$ cat config.mk
export PLATFORM = sky130hd
export DESIGN_NAME = frc_top
export DESIGN_NICKNAME = d
export VERILOG_FILES = /design/src/frc_pkg.sv /design/src/frc_delay_timer.sv /design/src/frc_top.sv
export SDC_FILE = /design/constraint.sdc
export NUM_CORES = 1
export LEC_CHECK = 0
export BUFFER_PORTS_ARGS = -buffer_cell sky130_fd_sc_hd__buf_2
export CORE_MARGIN = 5
export CORE_UTILIZATION = 52
export CTS_BUF_LIST = sky130_fd_sc_hd__clkbuf_8
export DETAILED_ROUTE_END_ITERATION = 12
export PLACE_DENSITY_LB_ADDON = 0.3
export SYNTH_ARGS = -nofsm -noshare
export SYNTH_HDL_FRONTEND = slang
export SYNTH_SLANG_ARGS = --single-unit
$ cat constraint.sdc
create_clock -name sys_clk -period 1.8 [get_ports sys_clk]
set_clock_uncertainty 0.15 [all_clocks]
set_input_delay 0 -clock sys_clk [delete_from_list [all_inputs] [get_ports sys_clk]]
set_output_delay 0 -clock sys_clk [all_outputs]
set_load 0.02 [all_outputs]
$ cat src/frc_pkg.sv
// Constants and types for the fault response sequencer
package frc_pkg;
    // Response configuration byte layout
    localparam int          RESP_HI       = 7;
    localparam int          RESP_LO       = 6;
    localparam int          RETRY_HI      = 5;
    localparam int          RETRY_LO      = 3;
    localparam int          DELAY_HI      = 2;
    localparam int          DELAY_LO      = 0;
    localparam logic [7:0]  CFG_RESET     = 8'h00;
    // Register position in the command map
    localparam logic [7:0]  CFG_ADDR      = 8'h41;
    // Retry codes
    localparam logic [2:0]  RETRY_NONE    = 3'h0;
    localparam logic [2:0]  RETRY_FOREVER = 3'h7;
    // Delay timer width: 2^7 units, unit ticks up to 16 bits
    localparam int          DLY_W         = 8;
    localparam int          UNIT_W        = 16;
    localparam logic [15:0] UNIT_RESET    = 16'h0001;

    typedef enum logic [1:0] {
        FRC_IGNORE   = 2'b00,
        FRC_RUN_WAIT = 2'b01,
        FRC_SHUTDOWN = 2'b10,
        FRC_HOLD_OFF = 2'b11
    } frc_resp_t;

    typedef enum logic [2:0] {
        FRC_ST_RUN    = 3'b000,
        FRC_ST_GRACE  = 3'b001,
        FRC_ST_WAIT   = 3'b010,
        FRC_ST_RETRY  = 3'b011,
        FRC_ST_LATCH  = 3'b100,
        FRC_ST_HOLD   = 3'b101
    } frc_state_t;
endpackage

$ cat src/frc_delay_timer.sv
// Delay timer counting 2^n time units of a programmable length
module frc_delay_timer
    import frc_pkg::*;
#(
    parameter int UW = UNIT_W
) (
    input  wire logic          clk,
    input  wire logic          rst_n,
    input  wire logic          start,
    input  wire logic [2:0]    exp_n,
    input  wire logic [UW-1:0] unit_ticks,
    output logic               done
);
    logic [UW-1:0]    tick_q;
    logic [DLY_W-1:0] units_q;
    logic             busy_q;
    logic             unit_end;

    assign unit_end = (tick_q <= UW'(1)) || (unit_ticks == '0);

    // Unit prescaler and unit counter; start restarts both
    always_ff @(posedge clk or negedge rst_n) begin
        if (!rst_n) begin
            tick_q  <= '0;
            units_q <= '0;
            busy_q  <= 1'b0;
            done    <= 1'b0;
        end else begin
            done <= 1'b0;
            if (start) begin
                tick_q  <= unit_ticks;
                units_q <= DLY_W'(9'h001 << exp_n);
                busy_q  <= 1'b1;
            end else if (busy_q) begin
                if (unit_end) begin
                    tick_q <= unit_ticks;
                    if (units_q <= DLY_W'(1)) begin
                        busy_q <= 1'b0;
                        done   <= 1'b1;
                    end else begin
                        units_q <= units_q - DLY_W'(1);
                    end
                end else begin
                    tick_q <= tick_q - UW'(1);
                end
            end
        end
    end
endmodule

$ cat src/frc_top.sv
// Fault response and retry sequencer for one converter fault source
// Notes on behaviour
// - Response 00 keeps the output running whatever the fault does.
// - Response 01 runs on for the delay, then follows the retry field if the fault is still present.
// - Response 10 disables the output at once, then follows the retry field.
// - Response 11 holds the output off while the fault lasts, re-enabling when it goes.
// - A latched fault clears by status clear, clear command, reset, or off-then-on.
// - The retry count comes from bits 5:3 of the configuration.
// - Retry code 000 makes no restart; output stays off until cleared.
// - Codes 001 to 011 give one to three attempts, then latch off.
// - Code 111 retries without limit.
// - Attempt starts are spaced by 2^n time units, n being the delay field.
// - Codes 100 to 110 give four to six attempts, then latch off.
// - Continuous retry stops on off command or another fault shutdown.
// - Delay value n selects 2^n time units, the unit set elsewhere.
module frc_top
    import frc_pkg::*;
#(
    parameter int UW = UNIT_W
) (
    input  wire logic          sys_clk,
    input  wire logic          arst_n,
    input  wire logic          cfg_wr,
    input  wire logic [7:0]    cfg_addr,
    input  wire logic [7:0]    cfg_wdata,
    input  wire logic          cfg_rd,
    input  wire logic [UW-1:0] unit_ticks,
    input  wire logic          fault_in,
    input  wire logic          status_clr,
    input  wire logic          clear_faults,
    input  wire logic          run_cmd,
    input  wire logic          other_shutdown,
    output logic               out_enable,
    output logic               fault_latched,
    output logic               retry_active,
    output logic [7:0]         cfg_rdata,
    output logic [2:0]         attempts_used
);
    logic        rs1_q;
    logic        rs2_q;
    logic        rst_n;
    logic [7:0]  cfg_q;
    frc_state_t  st_q;
    logic [2:0]  att_q;
    logic        run_q;
    logic        tmr_start;
    logic        tmr_done;
    logic        clear_all;
    logic        stop_all;
    logic        more_tries;
    logic        retry_forever;
    logic        start_on_fault;
    logic        start_after_grace;
    logic        start_next_try;
    frc_resp_t   resp;
    logic [2:0]  retries;
    logic [2:0]  dly_n;

    // Reset release through two flops
    always_ff @(posedge sys_clk or negedge arst_n) begin
        if (!arst_n) begin
            rs1_q <= 1'b0;
            rs2_q <= 1'b0;
        end else begin
            rs1_q <= 1'b1;
            rs2_q <= rs1_q;
        end
    end
    assign rst_n = rs2_q;

    // Configuration byte write
    always_ff @(posedge sys_clk or negedge rst_n) begin
        if (!rst_n) begin
            cfg_q <= CFG_RESET;
        end else if (cfg_wr && cfg_addr == CFG_ADDR) begin
            cfg_q <= cfg_wdata;
        end
    end

    // Readback, zero for other addresses
    always_ff @(posedge sys_clk or negedge rst_n) begin
        if (!rst_n) begin
            cfg_rdata <= 8'h00;
        end else if (cfg_rd) begin
            cfg_rdata <= (cfg_addr == CFG_ADDR) ? cfg_q : 8'h00;
        end
    end

    assign resp    = frc_resp_t'(cfg_q[RESP_HI:RESP_LO]);
    assign retries = cfg_q[RETRY_HI:RETRY_LO];
    assign dly_n   = cfg_q[DELAY_HI:DELAY_LO];

    // Run command edge memory for off-then-on detection
    always_ff @(posedge sys_clk or negedge rst_n) begin
        if (!rst_n) begin
            // Starts high: leaving reset is no off-then-on
            run_q <= 1'b1;
        end else begin
            run_q <= run_cmd;
        end
    end

    // clear sources, rising run command completes off-then-on
    assign clear_all = status_clr || clear_faults || (run_cmd && !run_q);
    // stop on off command or other shutdown
    assign stop_all  = !run_cmd || other_shutdown;
    assign retry_forever = (retries == RETRY_FOREVER);
    assign more_tries    = retry_forever || (att_q < retries);

    // grace timed from fault; first gap when retrying
    assign start_on_fault    = (st_q == FRC_ST_RUN) && fault_in
                            && (resp == FRC_RUN_WAIT
                                || (resp == FRC_SHUTDOWN && retries != RETRY_NONE));
    // Grace ran out with the fault still there
    assign start_after_grace = (st_q == FRC_ST_GRACE) && tmr_done && fault_in
                            && (retries != RETRY_NONE);
    // next gap measured from this attempt
    assign start_next_try    = (st_q == FRC_ST_RETRY) && fault_in && more_tries;
    // At most one source per cycle, since each needs its own state
    assign tmr_start         = start_on_fault || start_after_grace || start_next_try;

    frc_delay_timer #(.UW(UW)) u_tmr (
        .clk        (sys_clk),
        .rst_n      (rst_n),
        .start      (tmr_start),
        .exp_n      (dly_n),
        .unit_ticks (unit_ticks),
        .done       (tmr_done)
    );

    // Sequencer state
    // Clear has priority; a fault that persists is seen again next cycle
    always_ff @(posedge sys_clk or negedge rst_n) begin
        if (!rst_n) begin
            st_q  <= FRC_ST_RUN;
            att_q <= 3'h0;
        end else if (clear_all) begin
            st_q  <= FRC_ST_RUN;
            att_q <= 3'h0;
        end else begin
            unique case (st_q)
                FRC_ST_RUN: begin
                    if (fault_in) begin
                        unique case (resp)
                            FRC_IGNORE:   st_q <= FRC_ST_RUN;
                            FRC_RUN_WAIT: st_q <= FRC_ST_GRACE;
                            // off now; latches with no retry
                            FRC_SHUTDOWN: st_q <= (retries == RETRY_NONE) ?
                                                  FRC_ST_LATCH : FRC_ST_WAIT;
                            FRC_HOLD_OFF: st_q <= FRC_ST_HOLD;
                        endcase
                    end
                end
                FRC_ST_GRACE: begin
                    if (tmr_done) begin
                        if (!fault_in) begin
                            st_q <= FRC_ST_RUN;
                        end else begin
                            st_q <= (retries == RETRY_NONE) ? FRC_ST_LATCH : FRC_ST_WAIT;
                        end
                    end
                end
                FRC_ST_WAIT: begin
                    // forever mode gives up on stop
                    if (stop_all && retries == RETRY_FOREVER) begin
                        st_q <= FRC_ST_LATCH;
                    end else if (tmr_done) begin
                        st_q  <= FRC_ST_RETRY;
                        att_q <= att_q + 3'h1;
                    end
                end
                FRC_ST_RETRY: begin
                    // Attempt runs one cycle, then the fault is judged
                    if (!fault_in) begin
                        st_q  <= FRC_ST_RUN;
                        att_q <= 3'h0;
                    end else if (more_tries) begin
                        st_q <= FRC_ST_WAIT;
                    end else begin
                        st_q <= FRC_ST_LATCH;
                    end
                end
                FRC_ST_LATCH: st_q <= FRC_ST_LATCH;
                FRC_ST_HOLD: begin
                    if (!fault_in) begin
                        st_q <= FRC_ST_RUN;
                    end
                end
                // Unused codes fall back to latched off
                default: st_q <= FRC_ST_LATCH;
            endcase
        end
    end

    // Registered outputs; enable drops with the run command too
    always_ff @(posedge sys_clk or negedge rst_n) begin
        if (!rst_n) begin
            out_enable    <= 1'b0;
            fault_latched <= 1'b0;
            retry_active  <= 1'b0;
            attempts_used <= 3'h0;
        end else begin
            out_enable    <= run_cmd && (st_q == FRC_ST_RUN || st_q == FRC_ST_GRACE
                                         || st_q == FRC_ST_RETRY);
            fault_latched <= (st_q == FRC_ST_LATCH);
            retry_active  <= (st_q == FRC_ST_WAIT || st_q == FRC_ST_RETRY);
            attempts_used <= att_q;
        end
    end
endmodule

After elaboration in Yosys (flattened, before gate mapping)
Index checks and enable logic that the tools add are counted.

operators by class
  add/sub/neg operators = 3
  magnitude comparators = 3
  equal/unequal tests = 18
  shifts and indexed selects = 1
  mux-type cells = 32
  reductions and logical operators = 36

operators with widths
  cell                                                                    number
  16-bit 2-to-1 mux                                                       3
  8-bit 2-to-1 mux                                                        5
  3-bit 2-to-1 mux                                                        13
  16-bit by 1-bit <= comparator with 1-bit output, second input constant  1
  16-bit zero test                                                        1
  16-bit by 1-bit subtractor with 16-bit output, second input constant    1
  3-bit one-hot mux with 5 select lines                                   1
  1-bit logical AND                                                       12
  3-bit != test, second input constant                                    4
  3-bit one-hot mux with 4 select lines                                   1
  1-bit logical OR                                                        11
  3-bit equality test, second input constant                              3
  8-bit by 7-bit equality test with 1-bit output, second input constant   1
  8-bit by 1-bit <= comparator with 1-bit output, second input constant   1
  1-bit 2-to-1 mux                                                        8
  4-bit AND reduction                                                     2
  1-bit by 3-bit << shifter with 8-bit output, first input constant       1
  8-bit by 1-bit subtractor with 8-bit output, second input constant      1
  3-bit by 2-bit equality test with 1-bit output, second input constant   2
  3-bit zero test                                                         2
  3-bit by 2-bit != test with 1-bit output, second input constant         2
  3-bit one-hot mux with 2 select lines                                   1
  3-bit nonzero test                                                      2
  2-bit equality test, second input constant                              2
  10 further kinds                                                        12

word-level totals
  register bits = 57
  word-level logic and storage cells = 108

Depth between registers and ports, before layout
  depth after elaboration = 8
  mapped depth = 9

Modules after synthesis
From an unflattened synthesis, not the netlist that was laid out.

unflattened totals
  cell total of the unflattened synthesis = 348
  area, all modules = 3,385.7 sq um

modules (own cells, without submodules)
  module           instances  cells each  area an instance (sq um)
  frc_delay_timer  1          209         1,805.5
  frc_top          1          139         1,580.3

Worst setup path before layout
OpenSTA, ideal clock, no wires.

  kind = reg-to-reg
  from = register cfg_q[4]
  to = register u_tmr.units_q[1]
  setup time = 104 ps
  data arrival time = 2,049 ps
  setup slack = -502 ps
  cell stages (with the launch flop) = 8
  path buffers = 0
  period minus slack after synthesis = 2,302 ps
  cell sequence = dfrtp_1 > inv_1 > ha_1 > a211o_1 > a211oi_1 > nor2_2 > or4b_1 > o311ai_1

between the ends
  word-level cells in the longest chain between the ends = 8

RTL lines
  item                                                                  line                   source
  from (decl)                                                           frc_top.sv:42          logic [7:0] cfg_q;
  from (signal assigned)                                                frc_top.sv:76          cfg_q <= cfg_wdata;
  branches (longest 5 deep; another with 3-bit < comparator)            -
  1-bit logical OR *                                                    frc_top.sv:120         assign tmr_start = start_on_fault || start_after_grace || start_next_try;
  2-bit != test (no source line) or 2-bit nonzero test (tied branches)  -
  3-bit AND reduction (no source line)                                  -
  to (signal assigned)                                                  frc_delay_timer.sv:32  units_q <= DLY_W'(9'h001 << exp_n);
  to (signal assigned)                                                  frc_delay_timer.sv:41  units_q <= units_q - DLY_W'(1);
  to (decl)                                                             frc_delay_timer.sv:15  logic [DLY_W-1:0] units_q;

Mark *: on every way between the ends.
A chain may end at the register's enable or synchronous reset.

Final worst setup path
  from = register cfg_q[7]
  to = register u_tmr.tick_q[14]

between the ends
  word-level cells in the longest chain between the ends = 7

RTL lines
  item                                                     line                   source
  2-bit equality test                                      frc_top.sv:113         || (resp == FRC_SHUTDOWN && retries != RETRY_NONE));
  1-bit logical AND                                        frc_top.sv:113
  1-bit logical OR *                                       frc_top.sv:113
  1-bit logical AND *                                      frc_top.sv:112         && (resp == FRC_RUN_WAIT
  1-bit logical OR * (2 in series)                         frc_top.sv:120
  16-bit 2-to-1 mux or 2-bit nonzero test (tied branches)  -
  to (signal assigned)                                     frc_delay_timer.sv:31  tick_q <= unit_ticks;
  to (signal assigned)                                     frc_delay_timer.sv:36  tick_q <= unit_ticks;
  to (signal assigned)                                     frc_delay_timer.sv:44  tick_q <= tick_q - UW'(1);
  to (decl)                                                frc_delay_timer.sv:14  logic [UW-1:0] tick_q;

Mark *: on every way between the ends. The rest lies on a longest branch, timed or not.

==> results.toml <==
[global_routing]
grt_pass1_wl_um = 20070
grt_overflow = 0
antenna_found_initial = 0
grt_max_degree = 42
grtUsageTotal_pct = 34.49
grt_pass1_vias = 3930

[power]
vdd_ir_drop_max_v = 0.001002
p_leak_nw = 2.376
power_density_mw_per_mm2 = 967.9

[drt]
drt_iter0_markers = 608
viasPerCell = 6.891
wl_um = 15660
num_vias = 4121
drt_first_pass_iters = 6
drc = 0
antenna_left = 0
wl_per_cell_um = 26.18

[worst_setup_path]
end_kind = "register"
start_kind = "register"
worstPathMaxFanout = 7
worstSetupPathType = "register to register"
crit_required_ns = 1.95
arrival_ns = 2.62

[clocking]
cts_max_level = 3
cts_tree = "done"
numCtsBuffers = 9
root_buffer = "clkbuf_8"
clock_latency_ns = 0.37
clk_path_buf_depth = 2
cts_num_sinks = 57
clkSlewWorstSetupHoldPaths_ns = 0.08

[floorplanning]
core-area_mm2 = 0.005921
die_h_um = 87.95
dieArea_mm2 = 0.007734
rows = 28
start_util_pct = 53.36
dieWidth_um = 87.95
num_io_pins = 55

[cells_and_area]
layout.nets = 566
final_area_mm2 = 0.005343
num_antenna_cells = 0
fillCellCount = 201
syn2layout_area_growth_pct = 69.11
postLayoutCoreUtil_pct = 90.24
drive_gt1_share_pct = 48.37

[timing]
rsz0062_at_grt = "yes"
hold_viol = 0
period_minus_slack_ns = 2.468
hold_ws_ns = 0.02625
fmax_mhz = 405.3
setup_viol = 32
tns_ns = -15.51
fin_crit_sh_pct = 137.1
relSlewSlack_pct = 60.44
fin_ws_ns = -0.6675
worst_pin_slew_ns = 0.5933
final_max_slew_viol_count = 0

[synth]
yosys_warnings = 0
synth_cell_type_count = 59
synth_top_cell_by_area = "dfrtp_1"
synthFlopType = "dfrtp_1"
async_flop_share_pct = 100.0
synth_most_common_cell = "dfrtp_1"
syn_area_mm2 = 0.003159
yosys-top-cells-area = "dfrtp_1 (44%), nand2_1 (3.3%), mux2_2 (3.2%)"
synth.top_cell.area_share_pct = 44.36
synthCells = 340
synthTopCellsByCount = "dfrtp_1 (56), nand2_1 (28), inv_1 (26)"
synth.ff_latch_count = 57
avgSynthCellArea_um2 = 9.292
synth_nets = 388
synth-edff-count = 0
seq_area_frac_synth_pct = 45.19

[run]
maxCapViolCount = 0

[status]
violations = "setup timing"
status = "finished with violations"

[placed_design]
numPortBuffers = 54
place_congestion = 0.9563
dp_hpwl_um = 6455
placed_area_mm2 = 0.004121

[min_path]
min_path_type = "register to async pin"
-- cell type report --
type / count / area [µm²] / share of cell area [%]
Multi-Input combinational cell: 238 / 2036 / 38.10
Timing Repair Buffer: 186 / 1469 / 27.49
Sequential cell: 57 / 1429 / 26.74
Clock buffer: 9 / 123.9 / 2.319
Inverter: 26 / 97.59 / 1.827
Clock inverter: 7 / 93.84 / 1.756
Tap cell: 75 / 93.84 / 1.756
-- registers in the layout, indices dropped and copies added, names as in the netlist, 3 cells and up --
signal / cells
att_q: 3
cfg_q: 8
u_tmr.tick_q: 16
attempts_used: 3
st_q: 3
cfg_rdata: 8
u_tmr.units_q: 8
-- repair_timing --
action	CTS	global route
endpoints found under the hold margin	42	0
setup endpoints to repair	32	32
pin swaps	28	29
gates resized for setup	62	46
hold buffers	30	0
gates cloned	0	1
setup buffers	9	13
-- cells by family after synthesis --
family | share of synthesized area [%]
buffers and inverters | 5.584
AOI/OAI and AO/OA | 19.13
adders and majority gates | 2.772
xor gates and xnor gates | 2.495
muxes | 4.159
DFF | 45.19
other | 0.1187
and+or+nand+nor | 20.56
-- worst paths after layout --
| path | start | end | slack (ns) | cells after the start |
|---|---|---|---|---|
| max | cfg_q[7]$_DFFE_PN0P_ | u_tmr.tick_q[14]$_DFFE_PN0P_ | -0.67 | 9 |
| min | rs2_q$_DFF_PN0_ | cfg_q[3]$_DFFE_PN0P_ | 0.03 | 0 |
| max reg2reg | cfg_q[7]$_DFFE_PN0P_ | u_tmr.tick_q[14]$_DFFE_PN0P_ | -0.67 | 9 |
| min reg2reg | rs2_q$_DFF_PN0_ | cfg_q[3]$_DFFE_PN0P_ | 0.03 | 0 |
| max in group asynchronous | rs2_q$_DFF_PN0_ | run_q$_DFF_PN1_ | 0.86 | 1 |
| min in group sys_clk | cfg_addr[4] | cfg_rdata[5]$_DFFE_PN0P_ | 0.03 | 4 |
-- power breakdown --
| group | internal [mW] | total (mW) | switching, mW |
|---|---|---|---|
| clock network | 0.778 | 1.39 | 0.609 |
| registers | 1.48 | 1.74 | 0.253 |
| logic | 0.975 | 2.05 | 1.07 |
-- critical path, stage by stage, from the launching register on --
cell and delay, ns:
dfrtp_1 0.43, xnor2_1 0.16, o32a_1 0.35, a2111oi_4 0.37, buf_4 0.21, nor2_4 0.06
buf_6 0.13, buf_12 0.13, o211ai_1 0.16, o221a_1 0.25
-- placed cells by master (no fill, tap or decap), types with 5 or more instances in the layout --
cell type / instances
inv_1: 24
nor2_1: 11
o21ai_1: 6
o21ai_0: 9
nand4_1: 11
buf_6: 20
dfrtp_1: 55
dlygate4sd3_1: 30
o22ai_1: 9
mux2_2: 8
clkbuf_8: 9
o21ai_2: 5
o21a_1: 5
nor3_1: 10
nand2_1: 25
buf_4: 77
a21oi_4: 5
buf_2: 54
ha_1: 5
nand3_1: 6
nor4_1: 6
a21oi_1: 10
xor2_1: 7
nand3_2: 6
-- routing by layer --
metal	vias up	routed length [µm]	share of wire, %	GRT usage, %
met5	-	0	0	0
met4	0	1204	7.7	21.62
met3	151	1847	12	8.467
met2	413	6995	45	55.75
met1	1940	5608	36	41.23
li1	1617	-	-	-
-- through the flow --
stage          power (mW)  instances  worst slack (ns)
2_1_floorplan       2.454        340           -0.3991
3_3_place_gp        3.060        531           -0.5268
3_5_place_dp        3.117        531           -0.6024
4_1_cts             4.692        586           -0.4312
5_1_grt             5.305        598           -0.7104
6_report            5.171        598           -0.6675
Note: power is estimated with default switching activity, not from simulation.
